### src/core/sdct_pkg.sv
// Purpose: Shared constants and types for the SDRAM command timing core.
// Assumes: One 100 MHz clock; commands are coded as {cs_n, ras_n, cas_n, we_n}.
// Notes:   Long counts derive from times in their own units.
package sdct_pkg;
    localparam int CLK_NS     = 10;
    localparam int INIT_US    = 100;
    localparam int INIT_CYC   = (INIT_US * 1000 + CLK_NS - 1) / CLK_NS;
    localparam int REF_MS     = 64;
    localparam int REF_AT_MS  = 16;
    localparam int REF_CYC    = REF_MS * 1000000 / CLK_NS;
    localparam int REF_AT_CYC = REF_AT_MS * 1000000 / CLK_NS;
    localparam int DW         = 8;
    localparam int COLW       = 3;
    localparam int AW         = 12;
    localparam int CNTW       = 23;
    localparam int ROWW       = 13;
    localparam int RL_MAX     = 3;
    localparam int AP_BIT     = 10;
    localparam int MR_BL      = 0;
    localparam int MR_RL      = 4;
    localparam int ST_INIT    = 0;
    localparam int ST_EXP     = 1;
    localparam int ST_PDN     = 2;
    localparam int ST_SREF    = 3;
    localparam int ST_OPEN    = 4;
    localparam int ST_RL      = 8;
    localparam int MEMN       = 4 << COLW;
    localparam logic [ROWW-1:0] ROWS      = 13'h1000;
    localparam logic [1:0]      WAKE_LAST = 2'h1;
    localparam logic [3:0]      CMD_ACT   = 4'h3;
    localparam logic [3:0]      CMD_RD    = 4'h5;
    localparam logic [3:0]      CMD_WR    = 4'h4;
    localparam logic [3:0]      CMD_BST   = 4'h6;
    localparam logic [3:0]      CMD_PRE   = 4'h2;
    localparam logic [3:0]      CMD_REF   = 4'h1;
    localparam logic [3:0]      CMD_LMR   = 4'h0;
    localparam logic [3:0]      REG_CFG   = 4'h0;
    localparam logic [3:0]      REG_STAT  = 4'h4;
    localparam logic [3:0]      REG_MODE  = 4'h8;
    localparam logic [AW-1:0]   MODE_RST  = 12'h030;

    typedef enum logic [2:0] {PM_RUN = 3'b001, PM_PDN = 3'b010, PM_SREF = 3'b100} sdct_pm_e;

    typedef struct packed {
        logic cs_n; logic ras_n; logic cas_n; logic we_n; logic cke; logic dqm;
        logic [1:0] ba; logic [AW-1:0] addr; logic [DW-1:0] dq;
    } sdct_pin_s;

    typedef struct packed {logic v; logic [DW-1:0] data;} sdct_rd_s;

    typedef struct packed {
        sdct_pin_s p1; sdct_pin_s p2; logic cke_q; logic dqm_q; sdct_pm_e pm;
        logic [AW-1:0] mode; logic [3:0] open; logic b_wr; logic b_ap; logic [1:0] b_ba;
        logic [COLW-1:0] b_col; logic [2:0] b_left; sdct_rd_s [RL_MAX-1:0] pipe;
        logic [MEMN-1:0][DW-1:0] mem; logic [CNTW-1:0] init_cnt; logic init_wait;
        logic [1:0] wake; logic init_done; logic [CNTW-1:0] win_cnt; logic [ROWW-1:0] ref_cnt;
        logic expired; logic cfg_at; logic [31:0] rdata;
    } sdct_st_s;

    localparam sdct_st_s ST_RST = '{pm: PM_RUN, mode: MODE_RST, default: '0};
endpackage

### src/core/sdct_core.sv
// Purpose: Device side of a quad-bank SDRAM: command decode, bursts, masks, power modes.
// Assumes: Controller pins arrive on mclk_i; a small flip-flop array stands in for the cells.
// Notes:   Every input pin passes two flops, so latencies between inputs hold but read data reach dq_o two clocks late.
`timescale 1ns/100ps
// Overview of operation
// - A new READ or WRITE is accepted on every clock.
// - Clock-enable sampled low suspends or powers down one clock later.
// - Clock-enable sampled high resumes or leaves power-down one clock later.
// - Write mask applies to the data word sampled on the same clock.
// - Read mask high turns data outputs off two clocks later.
// - First write data word is sampled with the WRITE command itself.
// - PRECHARGE during a read turns outputs off after read_latency_setting clocks.
// - All command, address, mask and data inputs register on the rising edge.
// - Address bit 10 on READ or WRITE selects precharge after the burst.
module sdct_core
    import sdct_pkg::*;
#(
    parameter int INIT_CYC_P   = INIT_CYC,
    parameter int REF_CYC_P    = REF_CYC,
    parameter int REF_AT_CYC_P = REF_AT_CYC
)(
    input  wire logic          mclk_i,
    input  wire logic          arst_n_i,
    input  wire logic          cs_n_i,
    input  wire logic          ras_n_i,
    input  wire logic          cas_n_i,
    input  wire logic          we_n_i,
    input  wire logic          cke_i,
    input  wire logic          dqm_i,
    input  wire logic [1:0]    ba_i,
    input  wire logic [AW-1:0] addr_i,
    input  wire logic [DW-1:0] dq_i,
    output logic      [DW-1:0] dq_o,
    output logic               dq_oe_o,
    input  wire logic [3:0]    reg_addr_i,
    input  wire logic [31:0]   reg_wdata_i,
    input  wire logic          reg_wr_i,
    input  wire logic          reg_rd_i,
    output logic      [31:0]   reg_rdata_o
);
    localparam logic [CNTW-1:0] INIT_LAST = CNTW'(INIT_CYC_P - 1);
    localparam logic [CNTW-1:0] WIN_LAST  = CNTW'(REF_CYC_P - 1);
    localparam logic [CNTW-1:0] WIN_AT    = CNTW'(REF_AT_CYC_P - 1);

    sdct_st_s        s_q;
    sdct_st_s        d;
    sdct_pin_s       p;
    logic [3:0]      cmd;
    logic            en;
    logic            col_cmd;
    logic            pre_hit;
    logic            stop;
    logic            acc_go;
    logic            acc_wr;
    logic            ap_now;
    logic [2:0]      bl_m1;
    logic [2:0]      left_nxt;
    logic [2:0]      rl;
    logic [1:0]      rl_ix;
    logic [1:0]      acc_ba;
    logic [COLW-1:0] acc_col;
    logic [COLW-1:0] nxt_col;
    logic [COLW+1:0] acc_idx;
    logic [DW-1:0]   cur_word;

    // ---------------------------------------------------------------
    // Decode
    // ---------------------------------------------------------------
    assign p        = s_q.p2;
    assign cmd      = {p.cs_n, p.ras_n, p.cas_n, p.we_n};
    // Commands count only if clock-enable was high at the previous edge.
    assign en       = s_q.cke_q && (s_q.pm == PM_RUN);
    assign col_cmd  = (cmd == CMD_RD) || (cmd == CMD_WR);
    assign pre_hit  = (cmd == CMD_PRE) && (p.addr[AP_BIT] || (p.ba == s_q.b_ba));
    assign stop     = (cmd == CMD_BST) || pre_hit;
    assign rl       = s_q.mode[MR_RL +: 3];
    assign rl_ix    = (rl == 3'h1) ? 2'h0 : ((rl == 3'h2) ? 2'h1 : 2'h2);
    assign bl_m1    = (s_q.mode[MR_BL +: 3] == 3'h1) ? 3'h1 :
                      (s_q.mode[MR_BL +: 3] == 3'h2) ? 3'h3 :
                      (s_q.mode[MR_BL +: 3] == 3'h3) ? 3'h7 : 3'h0;
    assign nxt_col  = (s_q.b_col & ~bl_m1) | (COLW'(s_q.b_col + 1'b1) & bl_m1);
    assign acc_ba   = col_cmd ? p.ba : s_q.b_ba;
    assign acc_col  = col_cmd ? p.addr[COLW-1:0] : nxt_col;
    assign acc_idx  = {acc_ba, acc_col};
    assign acc_wr   = col_cmd ? (cmd == CMD_WR) : s_q.b_wr;
    assign ap_now   = col_cmd ? p.addr[AP_BIT] : s_q.b_ap;
    assign left_nxt = col_cmd ? bl_m1 : 3'(s_q.b_left - 1'b1);
    assign acc_go   = en && (col_cmd || ((s_q.b_left != 3'h0) && !stop));
    assign cur_word = s_q.mem[acc_idx];

    // ---------------------------------------------------------------
    // Next state
    // ---------------------------------------------------------------
    always_comb
    begin
        d = s_q;
        d.p1    = '{cs_n_i, ras_n_i, cas_n_i, we_n_i, cke_i, dqm_i, ba_i, addr_i, dq_i};
        d.p2    = s_q.p1;
        d.cke_q = p.cke;
        d.rdata = '0;
        if (en)
        begin
            d.dqm_q = p.dqm;
            for (int i = 0; i < RL_MAX - 1; i++)
            begin
                d.pipe[i] = s_q.pipe[i+1];
            end
            d.pipe[RL_MAX-1] = '0;
            if (stop)
            begin
                d.b_left = '0;
            end
            if (acc_go)
            begin
                d.b_col  = acc_col;
                d.b_ba   = acc_ba;
                d.b_wr   = acc_wr;
                d.b_ap   = ap_now;
                d.b_left = left_nxt;
                if (acc_wr && !p.dqm)
                begin
                    d.mem[acc_idx] = p.dq;
                end
                else if (!acc_wr)
                begin
                    d.pipe[rl_ix] = '{1'b1, cur_word};
                end
                if ((left_nxt == 3'h0) && ap_now)
                begin
                    d.open[acc_ba] = 1'b0;
                end
            end
            if (s_q.dqm_q)
            begin
                d.pipe[0].v = 1'b0;
            end
            if (cmd == CMD_ACT)
            begin
                d.open[p.ba] = 1'b1;
            end
            if (cmd == CMD_PRE)
            begin
                if (p.addr[AP_BIT])
                begin
                    d.open = '0;
                end
                else
                begin
                    d.open[p.ba] = 1'b0;
                end
            end
            if (cmd == CMD_LMR)
            begin
                d.mode = p.addr;
            end
            if ((cmd == CMD_REF) && p.cke)
            begin
                if (s_q.ref_cnt != ROWS)
                begin
                    d.ref_cnt = ROWW'(s_q.ref_cnt + 1'b1);
                end
                if (s_q.init_wait && !s_q.init_done)
                begin
                    d.wake      = 2'(s_q.wake + 1'b1);
                    d.init_done = (s_q.wake == WAKE_LAST);
                end
            end
        end

        case (s_q.pm)
            PM_RUN:
            begin
                if (s_q.cke_q && !p.cke)
                begin
                    if (cmd == CMD_REF)
                    begin
                        d.pm = PM_SREF;
                    end
                    else if (s_q.b_left == 3'h0)
                    begin
                        d.pm = PM_PDN;
                    end
                end
            end
            PM_PDN, PM_SREF:
            begin
                if (p.cke)
                begin
                    d.pm = PM_RUN;
                end
            end
            default:
            begin
                d.pm = PM_RUN;
            end
        endcase

        if (!s_q.init_wait)
        begin
            d.init_cnt  = CNTW'(s_q.init_cnt + 1'b1);
            d.init_wait = (s_q.init_cnt == INIT_LAST);
        end

        if (reg_wr_i && (reg_addr_i == REG_CFG))
        begin
            d.cfg_at = reg_wdata_i[0];
        end
        if (reg_wr_i && (reg_addr_i == REG_STAT) && reg_wdata_i[ST_EXP])
        begin
            d.expired = 1'b0;
        end

        if (s_q.pm == PM_SREF)
        begin
            d.ref_cnt = ROWS;
        end
        d.win_cnt = CNTW'(s_q.win_cnt + 1'b1);
        if (s_q.win_cnt == (s_q.cfg_at ? WIN_AT : WIN_LAST))
        begin
            d.win_cnt = '0;
            d.ref_cnt = '0;
            if (s_q.init_done && (d.ref_cnt != ROWS) && (s_q.pm != PM_SREF) && (s_q.ref_cnt != ROWS))
            begin
                d.expired   = 1'b1;
                d.init_done = 1'b0;
                d.wake      = '0;
            end
        end

        if (reg_rd_i)
        begin
            case (reg_addr_i)
                REG_CFG:  d.rdata[0] = s_q.cfg_at;
                REG_STAT:
                begin
                    d.rdata[ST_INIT]      = s_q.init_done;
                    d.rdata[ST_EXP]       = s_q.expired;
                    d.rdata[ST_PDN]       = (s_q.pm == PM_PDN);
                    d.rdata[ST_SREF]      = (s_q.pm == PM_SREF);
                    d.rdata[ST_OPEN +: 4] = s_q.open;
                    d.rdata[ST_RL +: 3]   = rl;
                end
                REG_MODE: d.rdata[AW-1:0] = s_q.mode;
                default:  d.rdata = '0;
            endcase
        end
    end

    always_ff @(posedge mclk_i or negedge arst_n_i)
    begin
        if (!arst_n_i)
        begin
            s_q <= ST_RST;
        end
        else
        begin
            s_q <= d;
        end
    end

    assign dq_o        = s_q.pipe[0].data;
    assign dq_oe_o     = s_q.pipe[0].v;
    assign reg_rdata_o = s_q.rdata;
endmodule

### config.mk
export PLATFORM = sky130hd
export DESIGN_NAME = sdct_core
export DESIGN_NICKNAME = d
export VERILOG_FILES = /design/src/core/sdct_pkg.sv /design/src/core/sdct_core.sv
export SDC_FILE = /design/constraint.sdc
export NUM_CORES = 1
export LEC_CHECK = 0
export ABC_CLOCK_PERIOD_IN_PS = 4200
export BUFFER_PORTS_ARGS = -buffer_cell sky130_fd_sc_hd__buf_2
export CORE_MARGIN = 3
export CORE_UTILIZATION = 48
export CTS_BUF_LIST = sky130_fd_sc_hd__clkbuf_4 sky130_fd_sc_hd__clkbuf_8
export DETAILED_ROUTE_END_ITERATION = 12
export PLACE_DENSITY = 0.63
export SETUP_SLACK_MARGIN = 0.5
export SLEW_MARGIN = 20
export SYNTH_ARGS = -nofsm -noshare
export SYNTH_HDL_FRONTEND = slang
export SYNTH_SLANG_ARGS = --single-unit
export TNS_END_PERCENT = 10
### constraint.sdc
create_clock -name mclk_i -period 4.2 [get_ports mclk_i]
set_clock_uncertainty 0.1 [all_clocks]
set_input_delay 0.63 -clock mclk_i [delete_from_list [all_inputs] [get_ports mclk_i]]
set_output_delay 0.63 -clock mclk_i [all_outputs]
set_load 0.05 [all_outputs]
Word-level counts from Yosys, hierarchy flattened
Cells that the tools add are included.

storage, ports and cells
  register bits after elaboration = 467
  input bits = 68
  output and inout bits = 41
  logic and storage cells = 223

operators by class
  $add $sub $neg = 6
  magnitude comparators = 8
  eq/ne operators = 28
  multiplexer cells = 56
  bitwise logic cells = 9
  reduce and logical (&&, ||, !) cells = 41

operator list
  cell                     number
  $mux W297                2
  $bwmux W256              1
  $mux W256                1
  $mux W27                 2
  $mux W13                 4
  $add A23 B1 Y23 const B  2
  $mux W3                  14
  $bmux W8 S5              1
  $demux W8 S5             1
  $mux W40                 1
  $bwmux W27               1
  $eq A23 B14 Y1 const B   1
  $eq A23 B23 Y1           1
  $mux W23                 1
  $mux W4                  5
  $pmux W10 S2             1
  $demux W9 S2             1
  $logic_and A1 B1 Y1      18
  $eq A4 B3 Y1 const B     4
  $mux W8                  2
  $add A13 B1 Y13 const B  1
  $ne A13 B13 Y1 const B   1
  $eq A3 B2 Y1 const B     4
  $mux W12                 1
  other kinds (38)         77

Longest topological paths before layout
  word-level depth = 22
  depth in mapped cells = 11
  gate-level depth less buffers = 9

Least setup slack after synthesis
No wires, ideal clock.

  path type = register to register
  start point = reg s_q[383] in the netlist's numbering
  end point = reg s_q[366] in the netlist's numbering
  setup time = 0.132 ns
  data arrival time = 2.665 ns
  data required time = 3.968 ns
  path slack = 1.303 ns
  stages on the path, launching flop included = 11
  buffers on the path = 1
  clock period less this slack = 2.897 ns
  cells stage by stage = dfrtp_1 > ha_1 > and3b_1 > a21oi_1 > nor2_1 > clkbuf_1 > a221oi_1 > nor3_1 > a2111o_1 > nor4_2 > o21ai_1

between the ends
  word-level cells in the longest chain between the ends = 11
  elaborated cells on any way between the ends = 12
  classes of those cells = 1 x add/sub; 8 x mux; 3 x bitwise

RTL lines
  element                            line              text
  start, declared                    sdct_core.sv:45   sdct_st_s s_q;
  start signal, assigned             sdct_core.sv:253  s_q <= ST_RST;
  start signal, assigned             sdct_core.sv:257  s_q <= d;
  $add A3 B1 Y3                      sdct_core.sv:81   assign nxt_col = (s_q.b_col & ~bl_m1) | (COLW'(s_q.b_col + 1'b1) & bl_m1);
  $and A3 B3 Y3                      sdct_core.sv:81
  $or A3 B3 Y3 (*)                   sdct_core.sv:81
  $mux W3 (*)                        sdct_core.sv:83   assign acc_col = col_cmd ? p.addr[COLW-1:0] : nxt_col;
  $bmux W8 S5 (*)                    sdct_core.sv:89   assign cur_word = s_q.mem[acc_idx];
  $mux W8 (implied by the code) (*)  sdct_core.sv:89
  $bwmux W27 (*)                     sdct_core.sv:126  d.pipe[rl_ix] = '{1'b1, cur_word};
  $mux W27 (*)                       sdct_core.sv:124  else if (!acc_wr)
  $mux W27 (*)                       sdct_core.sv:120  if (acc_wr && !p.dqm)
  $mux W297 (*)                      sdct_core.sv:113  if (acc_go)
  $mux W297 (*)                      sdct_core.sv:101  if (en)

Every way passes the cells marked *; elsewhere a longest branch is shown, timed or not. The select of a mux whose other input is x is not followed.
A chain may end at the register's enable or synchronous reset.

Worst setup path after layout
  start point = reg s_q, in the netlist cmd[3]
  end point = reg s_q, in the netlist dq_o[4]

between the ends
  word-level cells in the longest chain between the ends = 10
  elaborated cells on any way between the ends = 22
  classes of those cells = 4 x eq/ne; 10 x mux; 8 x reduce/logical

RTL lines
  element                                 line                              text
  $eq A4 B3 Y1, on equally long branches  sdct_core.sv:73, sdct_core.sv:85
  $logic_or A1 B1 Y1                      sdct_core.sv:73                   assign col_cmd = (cmd == CMD_RD) || (cmd == CMD_WR);
  $mux W3 or $mux W2 (tied branches)      sdct_core.sv:83, sdct_core.sv:82
  $bmux W8 S5                             sdct_core.sv:89
  $mux W8 (implied by the code)           sdct_core.sv:89
  $bwmux W27                              sdct_core.sv:126
  $mux W27                                sdct_core.sv:124
  $mux W27                                sdct_core.sv:120
  $mux W297 (*)                           sdct_core.sv:113
  $mux W297 (*)                           sdct_core.sv:101

Marks and branches as above.

==> impl_metrics.json <==
{
  "critical-path-top-delay-family": "simple AND/OR/NAND/NOR gates",
  "cts_tree": "done",
  "fmax_mhz": 279,
  "relSlewSlack_pct": 33.7,
  "synth_simple_gate_area_share_pct": 9.43,
  "postLayoutCellArea_um2": 24700,
  "finalCritPeriodShare_pct": 85.4,
  "wl_per_cell_um": 22.4,
  "insertion_delay_ns": 0.65,
  "ys_seq_area_share_pct": 51.7,
  "synth-compound-area-share_pct": 11.4,
  "synth_cell_types": 78,
  "post-route-drc-count": 0,
  "drt-pass1-iter-count": 5,
  "synth_edf_count": 0,
  "syn_area_um2": 21600,
  "setup_viol": 0,
  "hold_violations": 0,
  "chipHeight_um": 218,
  "rsz0062_at_grt": "yes",
  "grt_max_degree": 120,
  "place_hpwl_mm": 36.8,
  "synth_top_family_by_area": "multiplexers",
  "drt_iter0_drc": 1358,
  "cts_root_buf": "clkbuf_8",
  "path_clk_slew_ns": 0.06,
  "synthCells": 1832,
  "h-tree-depth": 3,
  "setup_tns_ns": 0,
  "synth_ff_type": "dfrtp_1",
  "start_util_pct": 48.7,
  "antennaDiodeCount": 0,
  "grt_pass1_vias": 15900,
  "cts_buffers": 78,
  "p_leak_nw": 11.4,
  "grt_pass1_wl_mm": 91.0,
  "layout_commonest_cell": "dfrtp_1",
  "finalCriticalPeriod_ns": 3.59,
  "endpoint_kind": "register",
  "drtAntennaViolNets": 0,
  "rows": 77,
  "nNetsFinal": 2019,
  "port_buffers": 58,
  "worstMarginPinSlew_ns": 0.984,
  "ios": 109,
  "crit_fanout": 12,
  "overflow": 0,
  "cp_data_arrival_time_ns": 4.00,
  "yosysWarnings": 0,
  "dieArea_um2": 47700,
  "syn_avg_cell_area_um2": 11.8,
  "max_stage_delay_ns": 0.50,
  "status": "finished, final reports clean",
  "chipWidth_um": 218,
  "drive_above_1_share_pct": 32.1,
  "finalWirelength_mm": 58.0,
  "power_density_nw_per_um2": 571,
  "cap_violations": 0,
  "placed_area_um2": 22700,
  "synthMuxAreaShare_pct": 20.5,
  "synth_xor_area_share_pct": 2.50,
  "mostFrequentLayoutCells": "dfrtp_1, mux2_2, nor2_1, clkbuf_8, a221oi_1",
  "required_ns": 4.61,
  "path_cells": "nor3b_4 > buf_4 > nor3b_1 > a22oi_1 > buf_4 > nor3_1 > a2111o_1 > nor4_2 > buf_4 > o21ai_1",
  "cp.buffers_inverters": 3,
  "peakVddDrop_v": 0.000364,
  "crit_slowest_cell": "nor3b_4",
  "finalMaxSlewViolations": 0,
  "clock_sinks": 447,
  "vias": 15600,
  "hp-class": "input port to register",
  "core-area_um2": 44400,
  "startpoint_type": "register",
  "num-fill-cells": 3757,
  "via_per_inst": 6.03,
  "area_delta_synth_final_pct": 14.3,
  "cts_buffer_depth": 3,
  "gp_congestion": 0.871,
  "ys_ff_latch": 447,
  "grtUsageTotal_pct": 24.4,
  "path_common_cell": "buf_4",
  "crit_type": "register to register",
  "async_reset_ff_share_pct": 100,
  "antenna_found_initial": 0,
  "synth_fa_ha_area_share_pct": 0.463
}
cells by family (layout without fill, tap and decap cells):
logic type | after synthesis | after routing
fa+ha+maj | 8 | 8
mux | 394 | 394
other cells | 1 | 20
xor+xnor | 61 | 61
buf+inv | 182 | 334
flops | 447 | 447
compound gates | 333 | 333
simple gates | 406 | 406
registers in the layout, summed over array words and instances (netlist names):
register / flops
cmd: 4
d: 29
dq_o: 8
dq_oe_o: 1
p: 23
reg_rdata_o: 12
rl: 3
s_q: 367
metrics by stage:
step	setup slack, ns	instances	hold WS, ns	total power, mW	utilization, %
2_1_floorplan	1.30	1851	0.231	8.32	-
3_3_place_gp	0.517	2424	0.231	9.72	51.2
3_5_place_dp	0.467	2424	0.236	9.84	51.2
4_1_cts	0.595	2595	0.0676	14.1	55.7
5_1_grt	0.460	2595	0.0899	14.8	55.7
6_report	0.614	2595	0.120	14.1	55.7
timing repair:
item,4_1_cts,5_1_grt
endpoints found under the hold margin,109,0
resized for setup,0,1
setup buffers,2,0
hold buffers,29,0
pin swaps,1,0
setup endpoints to repair,3,11
routing by layer:
metal	track usage (%)	wire length, um	up-vias
met2	38.1	26700	526
met1	34.4	26600	8046
li1	-	-	6972
met4	8.26	1210	0
met3	4.56	3500	97
met5	0	0	-
power breakdown:
group / internal (mW) / switching, mW / total (mW)
Combinational: 1.75 / 2.42 / 4.16
Sequential: 5.11 / 0.639 / 5.75
Clock: 2.42 / 1.78 / 4.20
Total: 9.27 / 4.84 / 14.1
synthesized netlist by cell type, types with 25 or more instances:
cell type | n | area [um^2]
xnor2_1 | 33 | 289
nor2_1 | 108 | 405
nand3_1 | 50 | 250
a22oi_1 | 29 | 218
xor2_1 | 27 | 236
mux2_2 | 305 | 3430
nor3_1 | 33 | 165
nand2_1 | 82 | 308
a31oi_1 | 28 | 175
clkbuf_1 | 85 | 319
o21ai_0 | 37 | 185
inv_1 | 25 | 93.8
a21oi_1 | 34 | 170
mux2_1 | 58 | 653
a221oi_1 | 85 | 744
dfrtp_1 | 444 | 11100
mux2i_1 | 28 | 280
buf_4 | 41 | 308
cell type report:
class / instances / area, um^2 / share of cell area, %
timing repair buffer: 169 / 1310 / 5.28
clock buffer: 130 / 1610 / 6.53
clock inverter: 10 / 58.8 / 0.238
inverter: 25 / 93.8 / 0.379
multi-input combinational: 1222 / 9720 / 39.3
tap: 592 / 741 / 3.00
sequential: 447 / 11200 / 45.3
path summary, 6_finish.rpt:
check / start / to / slack (ns) / cells past startpoint
worst min-delay path: reg_wdata_i[0] / s_q[32]$_DFFE_PN0P_ / 0.12 / 2
worst min register to register: d[437]$_DFF_PN0_ / cmd[2]$_DFF_PN0_ / 0.24 / 0
worst max register to register: cmd[3]$_DFF_PN0_ / dq_o[4]$_DFFE_PN0P_ / 0.61 / 10
worst max-delay path: cmd[3]$_DFF_PN0_ / dq_o[4]$_DFFE_PN0P_ / 0.61 / 10
max in group asynchronous: arst_n_i / s_q[193]$_DFFE_PN0P_ / 2.39 / 3
min in group asynchronous: arst_n_i / p[0]$_DFF_PN0_ / 0.49 / 2
No activity file was read; power rests on OpenSTA's default activity.
